<file path="config.mk">
export PLATFORM = sky130hd
export DESIGN_NAME = acc_detect_ctrl
export DESIGN_NICKNAME = d
export VERILOG_FILES = /design/src/hdl/acc_detect_pkg.sv /design/src/hdl/acc_detect_ctrl.sv
export VERILOG_INCLUDE_DIRS = /design/src /design/src/hdl
export SDC_FILE = /design/constraint.sdc
export NUM_CORES = 1
export LEC_CHECK = 0
export ABC_AREA = 1
export BUFFER_PORTS_ARGS = -buffer_cell sky130_fd_sc_hd__buf_4
export CAP_MARGIN = 20
export CORE_AREA = 3 3 184 186
export CTS_CLUSTER_DIAMETER = 150
export CTS_CLUSTER_SIZE = 24
export DETAILED_ROUTE_END_ITERATION = 6
export DIE_AREA = 0 0 187 189
export GPL_TIMING_DRIVEN = 0
export PLACE_DENSITY = 0.55
export SLEW_MARGIN = 20
export SYNTH_ARGS = -nofsm -noshare
export SYNTH_HDL_FRONTEND = slang
export SYNTH_SLANG_ARGS = --single-unit
</file>
<file path="constraint.sdc">
create_clock -name i_mclk -period 5.8 [get_ports i_mclk]
set_clock_uncertainty 0.1 [all_clocks]
set_input_delay 0.58 -clock i_mclk [delete_from_list [all_inputs] [get_ports i_mclk]]
set_output_delay 0.58 -clock i_mclk [all_outputs]
set_load 0.01 [all_outputs]
</file>
<file path="src/hdl/acc_detect_defs.svh">
// constants for the accessory detect control block
`ifndef ACC_DETECT_DEFS_SVH
`define ACC_DETECT_DEFS_SVH
// register indices, byte address is four times the index
`define IDX_MODE     8'h30
`define IDX_PIN      8'h31
`define IDX_HPC      8'h34
`define IDX_HPR      8'h35
`define IDX_MICC     8'h38
`define IDX_MASK     8'h39
`define IDX_MICR     8'h3a
`define IDX_IRQ_STS  8'h3c
`define IDX_IRQ_MSK  8'h3d
// field positions
`define F_MODE       1:0
`define F_FB         2
`define F_SRC        1
`define F_BIAS       0
`define F_DWELL      7:5
`define F_CDIV       4:3
`define F_STEP       1
`define F_TRIG       0
`define F_DONE       7
`define F_LEVEL      6:0
`define F_SETTLE     15:12
`define F_RATE       11:8
`define F_DBT        1
`define F_MEN        0
`define F_VEC        10:2
`define F_VALID      1
`define F_PRES       0
`define F_IRQ        2:0
// reset values
`define RST_DWELL    3'h1
`define RST_SETTLE   4'h7
`define RST_RATE     4'h6
`define RST_MASK     8'hbf
// timing
`define CLK_HZ       100000000
`define DET_HZ       32000
`define CLK_NS       10
`define QMS_NS       250000
`define DLY_SAT      4'hc
`define DLY_MAX      12'h800
// load code limits and debounce counts
`define LOAD_MIN     7'h08
`define LOAD_MAX     7'h7e
`define DB_SHORT     3'h2
`define DB_LONG      3'h4
// interrupt status bits
`define IRQ_HP       0
`define IRQ_MIC      1
`define IRQ_PRES     2
`endif

</file>
<file path="src/hdl/acc_detect_pkg.sv">
// types for the accessory detect control block
`default_nettype none
package acc_detect_pkg;
    typedef enum logic [1:0] {HP_IDLE, HP_UP, HP_HOLD, HP_DOWN} hp_state_t;
    typedef enum logic [2:0] {MIC_IDLE, MIC_SETTLE, MIC_SAMPLE, MIC_RESULT, MIC_GAP} mic_state_t;
    typedef struct packed {
        logic [1:0]  mode;
        logic [2:0]  pin;
        logic [2:0]  dwell;
        logic [1:0]  cdiv;
        logic        step;
        logic        trig;
        logic        done;
        logic [6:0]  level;
        logic [3:0]  settle;
        logic [3:0]  rate;
        logic        dbt;
        logic        men;
        logic [7:0]  mask;
        logic [8:0]  vec;
        logic        valid;
        logic        pres;
        logic [2:0]  sts;
        logic [2:0]  msk;
        hp_state_t   hp;
        mic_state_t  mic;
        logic [11:0] pre;
        logic [2:0]  sub;
        logic        tick;
        logic [15:0] qcnt;
        logic        qtick;
        logic [10:0] hcnt;
        logic [11:0] dcnt;
        logic        sample;
        logic [8:0]  last;
        logic [2:0]  agree;
        logic        awv;
        logic [7:0]  awidx;
        logic        wv;
        logic [15:0] wdata;
        logic [1:0]  wstrb;
        logic        bvalid;
        logic [1:0]  bresp;
        logic        rvalid;
        logic [1:0]  rresp;
        logic [15:0] rdata;
    } state_t;
endpackage : acc_detect_pkg
`default_nettype wire

</file>
<file path="src/hdl/acc_detect_ctrl.sv">
// accessory detect control and status with an axi4-lite register slave
`include "acc_detect_defs.svh"
`default_nettype none
module acc_detect_ctrl #(
    parameter int QMS_CYC = `QMS_NS / `CLK_NS,
    parameter int AW      = 12
) (
    input  wire logic          i_mclk,
    input  wire logic          i_rst_n,
    input  wire logic [AW-1:0] i_awaddr,
    input  wire logic          i_awvalid,
    output logic               o_awready,
    input  wire logic [31:0]   i_wdata,
    input  wire logic [3:0]    i_wstrb,
    input  wire logic          i_wvalid,
    output logic               o_wready,
    output logic [1:0]         o_bresp,
    output logic               o_bvalid,
    input  wire logic          i_bready,
    input  wire logic [AW-1:0] i_araddr,
    input  wire logic          i_arvalid,
    output logic               o_arready,
    output logic [31:0]        o_rdata,
    output logic [1:0]         o_rresp,
    output logic               o_rvalid,
    input  wire logic          i_rready,
    output logic               o_irq,
    output logic [1:0]         o_measurement_select,
    output logic               o_sense_pin_select,
    output logic               o_sense_reference_select,
    output logic               o_ground_feedback_select,
    output logic               o_ramp_rate_select,
    output logic               o_sense_tick,
    output logic               o_ramp_up,
    output logic               o_ramp_down,
    output logic               o_mic_sample,
    output logic               o_mic_sense_enable,
    input  wire logic          i_ramp_trip,
    input  wire logic [6:0]    i_load_level,
    input  wire logic          i_ramp_empty,
    input  wire logic          i_bias_on,
    input  wire logic          i_mic_ready,
    input  wire logic [8:0]    i_mic_level
);
    import acc_detect_pkg::*;

    localparam int DET_CYC = `CLK_HZ / `DET_HZ;
    localparam state_t ST_RST = '{dwell: `RST_DWELL, settle: `RST_SETTLE,
        rate: `RST_RATE, mask: `RST_MASK, hp: HP_IDLE, mic: MIC_IDLE, default: '0};

    state_t st_reg;
    state_t st_next;
    logic   rst_s1;
    logic   rst_n;
    logic   wr_go;
    logic   rd_go;
    logic   trig_wr;
    logic [15:0] wr_val;
    logic [8:0]  mic_lvl;
    logic [2:0]  agree_new;

    // ****************************************
    // helper functions
    // ****************************************
    // dwell in detect clock cycles for each code
    function automatic logic [10:0] dwell_cyc(input logic [2:0] c);
        case (c)
            3'h0:    dwell_cyc = 11'h001;
            3'h1:    dwell_cyc = 11'h004;
            3'h2:    dwell_cyc = 11'h010;
            3'h3:    dwell_cyc = 11'h040;
            3'h4:    dwell_cyc = 11'h100;
            3'h5:    dwell_cyc = 11'h200;
            3'h6:    dwell_cyc = 11'h300;
            default: dwell_cyc = 11'h400;
        endcase
    endfunction : dwell_cyc

    // delay code to quarter-millisecond ticks, doubling per code up to code 12
    function automatic logic [11:0] qms_ticks(input logic [3:0] c);
        if (c == 4'h0)
            qms_ticks = 12'h000;
        else if (c >= `DLY_SAT)
            qms_ticks = `DLY_MAX;
        else
            qms_ticks = 12'h001 << (c - 4'h1);
    endfunction : qms_ticks

    // ****************************************
    // reset release and state register
    // ****************************************
    // two-stage release of the asynchronous reset, kept apart from the state
    always_ff @(posedge i_mclk or negedge i_rst_n)
    begin
        if (!i_rst_n)
            {rst_n, rst_s1} <= 2'b00;
        else
            {rst_n, rst_s1} <= {rst_s1, 1'b1};
    end
    // all other state, reset by the released copy
    always_ff @(posedge i_mclk or negedge rst_n)
    begin
        if (!rst_n)
            st_reg <= ST_RST;
        else
            st_reg <= st_next;
    end

    // ****************************************
    // combinational decode
    // ****************************************
    assign wr_go   = st_reg.awv && st_reg.wv && !st_reg.bvalid;
    assign rd_go   = i_arvalid && !st_reg.rvalid;
    assign trig_wr = wr_go && st_reg.awidx == `IDX_HPC && st_reg.wstrb[0]
                     && st_reg.wdata[`F_TRIG];
    assign wr_val  = st_reg.wdata;
    // range gating, unused level bit 7 and mask bit 6 never reach the vector
    assign mic_lvl = {i_mic_level[8] & st_reg.mask[7], 1'b0,
                      i_mic_level[6:1] & st_reg.mask[5:0], i_mic_level[0]};
    assign agree_new = (mic_lvl == st_reg.last && st_reg.agree != 3'h0)
                       ? ((st_reg.agree == `DB_LONG) ? `DB_LONG : st_reg.agree + 3'h1)
                       : 3'h1;

    // ****************************************
    // next-state logic
    // ****************************************
    always_comb
    begin
        st_next        = st_reg;
        st_next.tick   = 1'b0;
        st_next.sample = 1'b0;

        // detect clock: 32 kHz base then divide by 1, 2, 4 or 8
        if (st_reg.pre == 12'(DET_CYC - 1))
        begin
            st_next.pre  = 12'h000;
            st_next.sub  = st_reg.sub + 3'h1;
            st_next.tick = (st_reg.sub & ((3'h1 << st_reg.cdiv) - 3'h1)) == 3'h0;
        end
        else
            st_next.pre = st_reg.pre + 12'h001;

        // quarter millisecond tick for settle and poll delays
        st_next.qtick = st_reg.qcnt == 16'(QMS_CYC - 1);
        st_next.qcnt  = st_next.qtick ? 16'h0000 : st_reg.qcnt + 16'h0001;

        // axi address and data capture, each held until the write is done
        if (i_awvalid && !st_reg.awv)
        begin
            st_next.awv   = 1'b1;
            st_next.awidx = i_awaddr[9:2];
        end
        if (i_wvalid && !st_reg.wv)
        begin
            st_next.wv    = 1'b1;
            st_next.wdata = i_wdata[15:0];
            st_next.wstrb = i_wstrb[1:0];
        end
        if (st_reg.bvalid && i_bready)
            st_next.bvalid = 1'b0;
        if (st_reg.rvalid && i_rready)
            st_next.rvalid = 1'b0;

        // register writes
        if (wr_go)
        begin
            st_next.awv    = 1'b0;
            st_next.wv     = 1'b0;
            st_next.bvalid = 1'b1;
            st_next.bresp  = 2'h0;
            case (st_reg.awidx)
                `IDX_MODE:
                    if (st_reg.wstrb[0])
                        st_next.mode = wr_val[`F_MODE];
                `IDX_PIN:
                    if (st_reg.wstrb[0])
                        st_next.pin = wr_val[2:0];
                `IDX_HPC:
                    if (st_reg.wstrb[0])
                    begin
                        st_next.dwell = wr_val[`F_DWELL];
                        st_next.cdiv  = wr_val[`F_CDIV];
                        st_next.step  = wr_val[`F_STEP];
                        if (wr_val[`F_TRIG] && st_reg.hp == HP_IDLE)
                        begin
                            st_next.trig = 1'b1;
                            st_next.done = 1'b0;
                        end
                    end
                `IDX_MICC:
                begin
                    if (st_reg.wstrb[1])
                        {st_next.settle, st_next.rate} = wr_val[15:8];
                    if (st_reg.wstrb[0])
                    begin
                        st_next.dbt = wr_val[`F_DBT];
                        st_next.men = wr_val[`F_MEN];
                    end
                end
                `IDX_MASK:
                    if (st_reg.wstrb[0])
                        st_next.mask = wr_val[7:0];
                `IDX_IRQ_STS:
                    if (st_reg.wstrb[0])
                        st_next.sts = st_reg.sts & ~wr_val[`F_IRQ];
                `IDX_IRQ_MSK:
                    if (st_reg.wstrb[0])
                        st_next.msk = wr_val[`F_IRQ];
                `IDX_HPR, `IDX_MICR: ;
                default:
                    st_next.bresp = 2'h2;
            endcase
        end

        // register reads, answered the cycle after the address is taken
        if (rd_go)
        begin
            st_next.rvalid = 1'b1;
            st_next.rresp  = 2'h0;
            st_next.rdata  = 16'h0000;
            case (i_araddr[9:2])
                `IDX_MODE:    st_next.rdata = {14'h0, st_reg.mode};
                `IDX_PIN:     st_next.rdata = {13'h0, st_reg.pin};
                `IDX_HPC:     st_next.rdata = {8'h0, st_reg.dwell, st_reg.cdiv, 1'b0,
                                               st_reg.step, st_reg.trig};
                `IDX_HPR:     st_next.rdata = {8'h0, st_reg.done, st_reg.level};
                `IDX_MICC:    st_next.rdata = {st_reg.settle, st_reg.rate, 6'h0,
                                               st_reg.dbt, st_reg.men};
                `IDX_MASK:    st_next.rdata = {8'h0, st_reg.mask};
                `IDX_MICR:    st_next.rdata = {5'h0, st_reg.vec, st_reg.valid,
                                               st_reg.pres};
                `IDX_IRQ_STS: st_next.rdata = {13'h0, st_reg.sts};
                `IDX_IRQ_MSK: st_next.rdata = {13'h0, st_reg.msk};
                default:      st_next.rresp = 2'h2;
            endcase
        end

        // headphone load measurement sequence
        case (st_reg.hp)
            HP_IDLE:
                if (st_reg.trig)
                begin
                    st_next.trig = 1'b0;
                    st_next.hp   = HP_UP;
                end
            HP_UP:
                if (st_reg.tick && i_ramp_trip)
                begin
                    // clamp the reported code to its documented span
                    if (i_load_level < `LOAD_MIN)
                        st_next.level = `LOAD_MIN;
                    else if (i_load_level > `LOAD_MAX)
                        st_next.level = `LOAD_MAX;
                    else
                        st_next.level = i_load_level;
                    st_next.hcnt = dwell_cyc(st_reg.dwell);
                    st_next.hp   = HP_HOLD;
                end
            HP_HOLD:
                if (st_reg.tick)
                begin
                    st_next.hcnt = st_reg.hcnt - 11'h001;
                    if (st_reg.hcnt == 11'h001)
                        st_next.hp = HP_DOWN;
                end
            HP_DOWN:
                if (st_reg.tick && i_ramp_empty)
                begin
                    st_next.done = 1'b1;
                    st_next.sts[`IRQ_HP] = 1'b1;
                    st_next.hp   = HP_IDLE;
                end
            default:
                st_next.hp = HP_IDLE;
        endcase

        // mic impedance polling sequence
        case (st_reg.mic)
            MIC_IDLE:
                if (st_reg.men)
                begin
                    st_next.agree = 3'h0;
                    st_next.dcnt  = qms_ticks(st_reg.settle);
                    if (i_bias_on || st_reg.settle == 4'h0)
                        st_next.mic = MIC_SAMPLE;
                    else
                        st_next.mic = MIC_SETTLE;
                end
            MIC_SETTLE, MIC_GAP:
                if (st_reg.dcnt == 12'h000)
                    st_next.mic = MIC_SAMPLE;
                else if (st_reg.qtick)
                    st_next.dcnt = st_reg.dcnt - 12'h001;
            MIC_SAMPLE:
            begin
                st_next.sample = 1'b1;
                st_next.mic    = MIC_RESULT;
            end
            MIC_RESULT:
                if (i_mic_ready)
                begin
                    st_next.last  = mic_lvl;
                    st_next.agree = agree_new;
                    if (agree_new >= (st_reg.dbt ? `DB_LONG : `DB_SHORT))
                    begin
                        st_next.vec   = mic_lvl;
                        st_next.valid = 1'b1;
                        st_next.pres  = |mic_lvl;
                        st_next.sts[`IRQ_MIC] = 1'b1;
                        if ((|mic_lvl) != st_reg.pres)
                            st_next.sts[`IRQ_PRES] = 1'b1;
                    end
                    st_next.dcnt = qms_ticks(st_reg.rate);
                    st_next.mic  = MIC_GAP;
                end
            default:
                st_next.mic = MIC_IDLE;
        endcase

        // disabling mic detection stops polling and withdraws the result
        if (!st_reg.men)
        begin
            st_next.mic   = MIC_IDLE;
            st_next.valid = 1'b0;
        end
    end

    // ****************************************
    // outputs
    // ****************************************
    assign o_awready = !st_reg.awv;
    assign o_wready  = !st_reg.wv;
    assign o_bvalid  = st_reg.bvalid;
    assign o_bresp   = st_reg.bresp;
    assign o_arready = !st_reg.rvalid;
    assign o_rvalid  = st_reg.rvalid;
    assign o_rresp   = st_reg.rresp;
    assign o_rdata   = {16'h0000, st_reg.rdata};
    assign o_irq     = |(st_reg.sts & st_reg.msk);

    // front end controls
    assign o_measurement_select     = st_reg.mode;
    assign o_sense_pin_select       = st_reg.pin[`F_SRC];
    assign o_sense_reference_select = st_reg.pin[`F_BIAS];
    assign o_ground_feedback_select = st_reg.pin[`F_FB];
    assign o_ramp_rate_select       = st_reg.step;
    assign o_sense_tick             = st_reg.tick;
    assign o_ramp_up                = st_reg.hp == HP_UP || st_reg.hp == HP_HOLD;
    assign o_ramp_down              = st_reg.hp == HP_DOWN;
    assign o_mic_sample             = st_reg.sample;
    assign o_mic_sense_enable       = st_reg.men;
endmodule : acc_detect_ctrl
`default_nettype wire

</file>
Word level (Yosys, flattened, before mapping)
Index checks and enable logic that the tools add are counted.
{"block": "totals", "word_cells": 236, "reg_bits": 179, "output_inout_bits": 53}
{"block": "classes", "n_reduce_logical": 53, "addsub": 9, "n_mux": 67, "order_cmp": 5, "n_bitwise": 6, "eq_ne": 51, "n_shift": 3}
{"cell": "== test 8 x 6 -> 1 bit (second input constant)", "n": 18}
{"cell": "one-hot mux 16 bit (9 select lines)", "n": 1}
{"cell": "2-to-1 mux 12 bit", "n": 9}
{"cell": "one-hot mux 11 bit (7 select lines)", "n": 1}
{"cell": "2-to-1 mux 3 bit", "n": 13}
{"cell": "2-to-1 mux 19 bit", "n": 2}
{"cell": "one-hot mux 12 bit (3 select lines)", "n": 1}
{"cell": "AND reduction 3 bit", "n": 11}
{"cell": "2-to-1 mux 2 bit", "n": 12}
{"cell": "left shift 1 x 4 -> 12 bit (first input constant)", "n": 2}
{"cell": "2-to-1 mux 11 bit", "n": 2}
{"cell": "one-hot mux 11 bit (2 select lines)", "n": 1}
{"cell": "inequality test 2 bit (second input constant)", "n": 9}
{"cell": "OR reduction 9 bit", "n": 2}
{"cell": "adder 16 x 1 -> 16 bit (second input constant)", "n": 1}
{"cell": "== test 16 x 15 -> 1 bit (second input constant)", "n": 1}
{"cell": "2-to-1 mux 16 bit", "n": 1}
{"cell": "== test 3 bit (second input constant)", "n": 5}
{"cell": "2-to-1 mux 1 bit", "n": 14}
{"cell": "2-to-1 mux 7 bit", "n": 2}
{"cell": "adder 12 x 1 -> 12 bit (second input constant)", "n": 1}
{"cell": "== test 12 bit (second input constant)", "n": 1}
{"cell": "== test 3 x 2 -> 1 bit (second input constant)", "n": 4}
{"cell": "zero test 12 bit", "n": 1}
{"cell": "other kinds (41)", "n": 79}

Depth between registers and ports, before layout
Gate-level depths: netlist of run 1.
{"block": "depth", "ltp_word": 10, "ltp_mapped": 18}

Worst setup path after synthesis of run 1
OpenSTA, ideal clock, no wires.
{"block": "synth_path", "kind": "input-to-reg", "from": "input port i_mic_level[5]", "to": "register st_reg[130] in the netlist's numbering", "arrival_time_ps": 1958, "setup_slack_ps": 3626, "path_stages": 15, "n_path_buf": 1, "path_cell_list": "nand2_1 inv_1 nand2_1 nand3_1 nor2_1 nand2_1 a21oi_1 ha_1 nand2_1 inv_1 nand4_1 nand2_1 buf_2 nand3b_1 nand2_1"}
{"block": "synth_via", "elab_chain_len": 6, "word_cells_on_any_way": 7, "classes_between": "order compare (1); eq/ne (1); mux (1); bitwise (1); reduce/logical (3)"}
{"item": "start: declaration", "line_no": "acc_detect_ctrl.sv:43", "source": "input wire logic [8:0] i_mic_level"}
{"item": "AND 6 bit *", "line_no": "acc_detect_ctrl.sv:119", "source": "i_mic_level[6:1] & st_reg.mask[5:0], i_mic_level[0]};"}
{"item": "== test 8 bit", "line_no": "acc_detect_ctrl.sv:120", "source": "assign agree_new = (mic_lvl == st_reg.last && st_reg.agree != 3'h0)"}
{"item": "logical AND 1 bit", "line_no": "acc_detect_ctrl.sv:120"}
{"item": "2-to-1 mux 3 bit", "line_no": "acc_detect_ctrl.sv:120"}
{"item": "greater-or-equal comparator 3 bit", "line_no": "acc_detect_ctrl.sv:304", "source": "if (agree_new >= (st_reg.dbt ? `DB_LONG : `DB_SHORT))"}
{"item": "AND reduction 3 bit (no source line)"}
{"item": "end signal: assignment", "line_no": "acc_detect_ctrl.sv:106", "source": "st_reg <= st_next;"}
{"item": "end: declaration", "line_no": "acc_detect_ctrl.sv:51", "source": "state_t st_reg;"}
Mark *: on every way between the ends. The rest lies on a longest branch, timed or not.
A chain may end at the register's enable or synchronous reset.

==> reports/results.ini, run 1 <==
[synth]
synth_area_leader_cell=dfrtp_1
synthFlopType=dfrtp_1
synth_area_leaders=dfrtp_1 44%, nand2_1 12%, inv_1 6.0%, o21ai_0 5.2%, nand3_1 4.4%
synth_area_um2=9340
async_reset_ff_frac=1.00
synth_top_family_by_area=simple AND/OR/NAND/NOR gates
yosys.area_share.simple=0.261
synthDistinctLibCells=44
avgSynthCellArea_um2=7.91
synth-compound-area-share=0.105
synth_xor_area_frac=0.0169
netlist_instances=1181
synthMuxAreaShare=0.00844
yosysWarnings=0
synth_adder_area_share=0.0241
synth_enable_flop_cells=0
synth_seq_cells=177
synth_sequential_area_ratio=0.476
synth_top_area_frac=0.440

[sta]
setup_slack_ns=3.31
rsz0062_at_grt=false
maxSlewHeadroom=0.593
tns_ns=0
fin_crit_sh=0.429
final.min_clock_period_ns=2.49
timing.fmax_mhz=402
worst_slew_pin_slew_ns=0.610
report.final.slew_viol_count=0
setup_violations=0
finalHoldViolCount=0

[job]
drv_cap=0

[floorplanning]
rows=66
start_util=0.288
die_w_um=187
core_area_um2=32500
ios=140
die_h_um=189
die_area_um2=35300

[clock_network]
cts_max_level=4
cts_hold_buf=1
path_clk_slew_ns=0.07
cts_buffers=17
clockBufferDepth=2
clock_latency_ns=0.44
cts_tree=yes
cts_sinks=177
post_cts.repair.setup_buffers=0
cts_resized=0
cts_root_buf=clkbuf_16

[run_status]
status=completed

[global_routing]
grt_max_degree=49
grtUsageTotal=0.139
grt_pass1_wl_mm=39.7
antenna_found_initial=0
grt_pass1_vias=7664
overflow=0

[cells_and_area]
largest_register_ffs=130
final_nets=1421
diodes=0
utilization=0.350
area_delta_synth_final_pct=21.7
regArea_um2=4450
fill_cells=3458
multi_input_area_um2=3950
drive_above_1_share=0.181

[critical_path]
regToRegStartpoint=st_reg[144]
endpoint=st_reg[129]
worstSetupPathType=flop to flop
start_kind=flop
end_kind=flop
crit_path_max_incr_delay_ns=0.61
ff2ff_setup_slack_ns=3.31
reg2reg_to=st_reg[129]
cp.arrival_ns=2.70
cp_max_fo=10
cp_slowest_cell=dfstp_2
worstPathCellList=nand2_1 > nand2_1 > nand4_1 > nor2_1 > nand2_1 > a21oi_1 > ha_1 > nand2_1 > inv_1 > nand4_1 > nand2_1 > buf_2 > nand3_1 > nand2_1
required_ns=6.01
rr_worst_depth=14
crit_start=st_reg[144]
cpMostUsedCell=nand2_1

[power_and_ir_drop]
power_mw=3.46
powerDensity_nw_per_um2=304
power.leakage_nw=5.66
irDropWorstVdd_mv=0.210

[detailed_routing]
drt_wl_total_mm=23.9
drc=0
drtIter0Drc=548
vias=7920
vias_per_cell=4.47
antenna_left=0
drt-pass1-iter-count=7
post_drt_wl_per_cell_um=13.5

[place]
place_ws_ns=3.15
dp_hpwl_mm=18.5
portBuffers=94
gp_congestion=0.869

[hold_path]
hold_path.class=flop to asynchronous set/reset pin

-- cell type report --
type	count	share of cell area
clock inverters	15	0.0145
clock buffers	17	0.0374
repair buffers	99	0.0720
inverters	156	0.0515
flip-flops and latches	177	0.391
plain buffers	61	0.0368
well taps	442	0.0487
multi-input cells	804	0.348
-- stage by stage --
step	hold slack [ns]	std cells	cell area [um^2]
after floorplan	0.184	1198	9400
after global placement	0.237	1734	10700
after detailed placement	0.0605	1738	10800
after CTS	0.0688	1771	11400
after global routing	0.0785	1771	11400
final	0.0623	1771	11400
-- report_power, final --
group | leakage [nW] | switching (mW) | internal [mW]
combinational | 3.21 | 0.431 | 0.278
clock | 0.286 | 0.558 | 0.616
sequential | 2.16 | 0.138 | 1.44
-- cells in the mapped netlist, drive strengths merged (5+ instances only) --
cell,n
inv,155
a31oi,6
nor4,5
xor2,14
dfstp,13
nor2,108
dfrtp,164
nor3,34
clkbuf,11
a21oi,38
ha,18
nand3,82
mux2,7
nand2,310
nand4,20
o21ai,115
buf,50
-- cells by family after synthesis --
logic type	count (synthesis)
adder cells (fa/ha/maj)	18
other	2
multiplexers	7
AND/OR/NAND/NOR	566
flip-flops	177
buffers and inverters	217
XOR/XNOR	18
AO/OA/AOI/OAI	176
-- cell usage in the layout (no fill, tap or decap), drive strengths merged, types with 2 or more instances in the layout --
cell / Yosys / final
nor3b: 2 / 2
nand3b: 2 / 2
nand4: 20 / 20
ha: 18 / 18
clkinv: 1 / 4
o22ai: 3 / 3
xnor2: 4 / 4
a22oi: 3 / 3
a31oi: 6 / 6
buf: 50 / 148
mux2: 7 / 7
inv: 155 / 164
dfrtp: 164 / 164
o31ai: 3 / 3
dfstp: 13 / 13
nor2: 108 / 108
nor3: 34 / 34
o211ai: 4 / 4
clkbuf: 11 / 28
clkinvlp: 0 / 2
nand2: 310 / 310
o21ai: 115 / 115
nor4: 5 / 5
xor2: 14 / 14
nand3: 82 / 82
conb: 2 / 19
a21oi: 38 / 38
-- metal layers --
layer | up-vias | wire length [um] | GRT usage
met1 | 3703 | 11700 | 0.193
met5 | - | 0 | 0
met4 | 0 | 614 | 0.0474
li1 | 4025 | - | -
met2 | 160 | 10600 | 0.213
met3 | 32 | 993 | 0.0339
-- critical path, delay by kind of cell (launching register included) --
kind	cells	cell delay (ns)
flops	1	0.61
simple gates	10	0.99
buf+inv	2	0.21
fa+ha+maj	1	0.28
compound gates	1	0.19
-- how the worst min path moves through the flow --
stage                        from          to  slack, ns  depth (start not counted)
after floorplan           i_rst_n       rst_n       0.18                          0
after global placement     rst_s1       rst_n       0.24                          0
after detailed placement    rst_n    o_bvalid       0.06                          0
after CTS                   rst_n    o_bvalid       0.07                          0
after global routing        rst_n  st_reg[48]       0.08                          0
final                       rst_n    o_bvalid       0.06                          0
(Power assumes the default switching activity.)
==> inputs of run 2 (changes only) <==
==> constraint.sdc (replaced) <==
create_clock -name i_mclk -period 2.4 [get_ports i_mclk]
set_clock_uncertainty 0.1 [all_clocks]
set_input_delay 0.24 -clock i_mclk [delete_from_list [all_inputs] [get_ports i_mclk]]
set_output_delay 0.24 -clock i_mclk [all_outputs]
set_load 0.01 [all_outputs]
==> run 2 against run 1 <==
  * Clock power grew 140%
  * First-iteration DRC count shrank 8.2%
  * Cell area grew 3.9%
  * Sequential cell count is the same
  * Fmax grew 6.3%
  * Final cell count grew 2.3%
  * Sequential share of layout area shrank 1.5 points
  * Critical path type unchanged
  * Largest cell class unchanged
==> reports/results.ini, run 2 (same netlist as run 1, synthesis figures left out) <==
[critical_path]
crit_path_max_incr_delay_ns=0.60
cp_max_fo=10
regToRegStartpoint=st_reg[144]
ff2ff_setup_slack_ns=0.06
cp.arrival_ns=2.56
reg2reg_to=st_reg[138]
required_ns=2.62
end_kind=flop
worstPathCellList=nand2_2 > nand2_1 > nand4_1 > nor2_4 > nand2_2 > a21oi_2 > ha_1 > nand2_1 > inv_1 > nand4_1 > nand2_2 > buf_6 > nand3_1 > nand2_1
start_kind=flop
cp_slowest_cell=dfstp_2
worstSetupPathType=flop to flop
rr_worst_depth=14

[global_routing]
grt_pass1_wl_mm=40.5
grt_max_degree=51
grtUsageTotal=0.141
grt_pass1_vias=7810
antenna_found_initial=1
overflow=0

[job]
drv_cap=0

[detailed_routing]
antenna_left=0
drtIter0Drc=503
drt-pass1-iter-count=5
drt_wl_total_mm=24.5
vias_per_cell=4.44
vias=8034
post_drt_wl_per_cell_um=13.5
drc=0

[sta]
finalHoldViolCount=0
setup_violations=0
timing.fmax_mhz=427
rsz0062_at_grt=true
fin_crit_sh=0.976
report.final.slew_viol_count=0
maxSlewHeadroom=0.604
worst_slew_pin_slew_ns=0.591
final.min_clock_period_ns=2.34

[clock_network]
cts_tree=yes
clock_latency_ns=0.43
clockBufferDepth=2
cts_root_buf=clkbuf_16
path_clk_slew_ns=0.07
cts_max_level=4
cts_buffers=17
cts_sinks=177

[cells_and_area]
final_cell_mix=303 x nand2_1, 163 x dfrtp_1, 149 x inv_1
final_nets=1461
final_area_um2=11800
utilization=0.364
area_delta_synth_final_pct=26.5
largest_register_ffs=130
diodes=0
layout_commonest_cell=nand2_1
drive_above_1_share=0.183

[floorplanning]
die_area_um2=35300
rows=66
ios=140
die_w_um=187
start_util=0.288
core_area_um2=32500
die_h_um=189

[power_and_ir_drop]
irDropWorstVdd_mv=0.469
powerDensity_nw_per_um2=716
power.leakage_nw=5.84

[place]
gp_congestion=0.892
postPlaceCellArea_um2=10800
dp_hpwl_mm=18.7
portBuffers=94

[hold_path]
hold_path.class=flop to asynchronous set/reset pin

[run_status]
status=completed

-- run 2: cell count changes in the layout (fill, tap and decap cells not counted), sizes merged --
cell	previous run	this run
clkbuf	28	34
inv	164	156
dlygate4sd3	1	39
bufinv	1	2
clkinv	4	5
buf	148	150
-- run 2: stage by stage --
stage                     cells  setup WS (ns)  total power [mW]  hold slack, ns  TNS, ns
after global placement     1734         -0.299              5.55         -0.0768   -45.83
after CTS                  1809         0.0233              8.54          0.0458        0
after detailed placement   1738        -0.0625              5.61         -0.0757   -0.409
after floorplan            1198          0.239              4.92          -0.156        0
final                      1811         0.0580              8.45          0.0569        0
after global routing       1811        -0.0803              8.96          0.0588   -0.780
-- run 2: power breakdown --
part           switching [mW]  internal, mW  total, mW  leakage [nW]
combinational            1.08         0.718       1.80          3.39
clock                    1.20          1.64       2.84         0.289
sequential              0.340          3.47       3.81          2.16
total                    2.62          5.83       8.45          5.84
-- run 2: layout make-up --
class                      count  area [um^2]
fill                        3398        20600
sequential                   177         4450
multi-input combinational    804         3990
timing repair buffer         139         1220
inverter                     156          586
tap                          442          553
clock buffer                  23          488
buffer                        61          424
clock inverter                 9          104
-- run 2: worst max path at each step --
stage                            from            to  slack [ns]  depth (start not counted)
after global placement          rst_n  o_mic_sample       -0.30                          0
final                     st_reg[144]   st_reg[138]        0.06                         14
after floorplan            st_reg[50]   st_reg[130]        0.24                         17
after detailed placement  st_reg[146]   st_reg[129]       -0.06                         14
after CTS                 st_reg[148]   st_reg[138]        0.02                         16
after global routing      st_reg[141]   st_reg[130]       -0.08                         15
-- run 2: what timing repair did --
item,in CTS,in global routing
buffers inserted,0,1
pin swaps,0,2
hold endpoints to repair,38,0
hold buffers,39,0
resized for setup,3,15
gates cloned,0,1
setup endpoints to repair,12,13
-- run 2: layer usage --
layer  share of wire  GRT usage  up-vias
li1                -          -     4104
met1            0.49      0.197     3737
met2            0.46      0.223      163
met3           0.036     0.0246       28
met4           0.019     0.0427        2
met5         0.00033          0        -
-- run 2: worst max-delay path: cells and delay by family, from the launching register on --
| family | cells | cell delay (ns) |
|---|---|---|
| AOI/OAI and AO/OA | 1 | 0.15 |
| adders and majority gates | 1 | 0.26 |
| buffers and inverters | 2 | 0.17 |
| DFF | 1 | 0.60 |
| and+or+nand+nor | 10 | 0.93 |
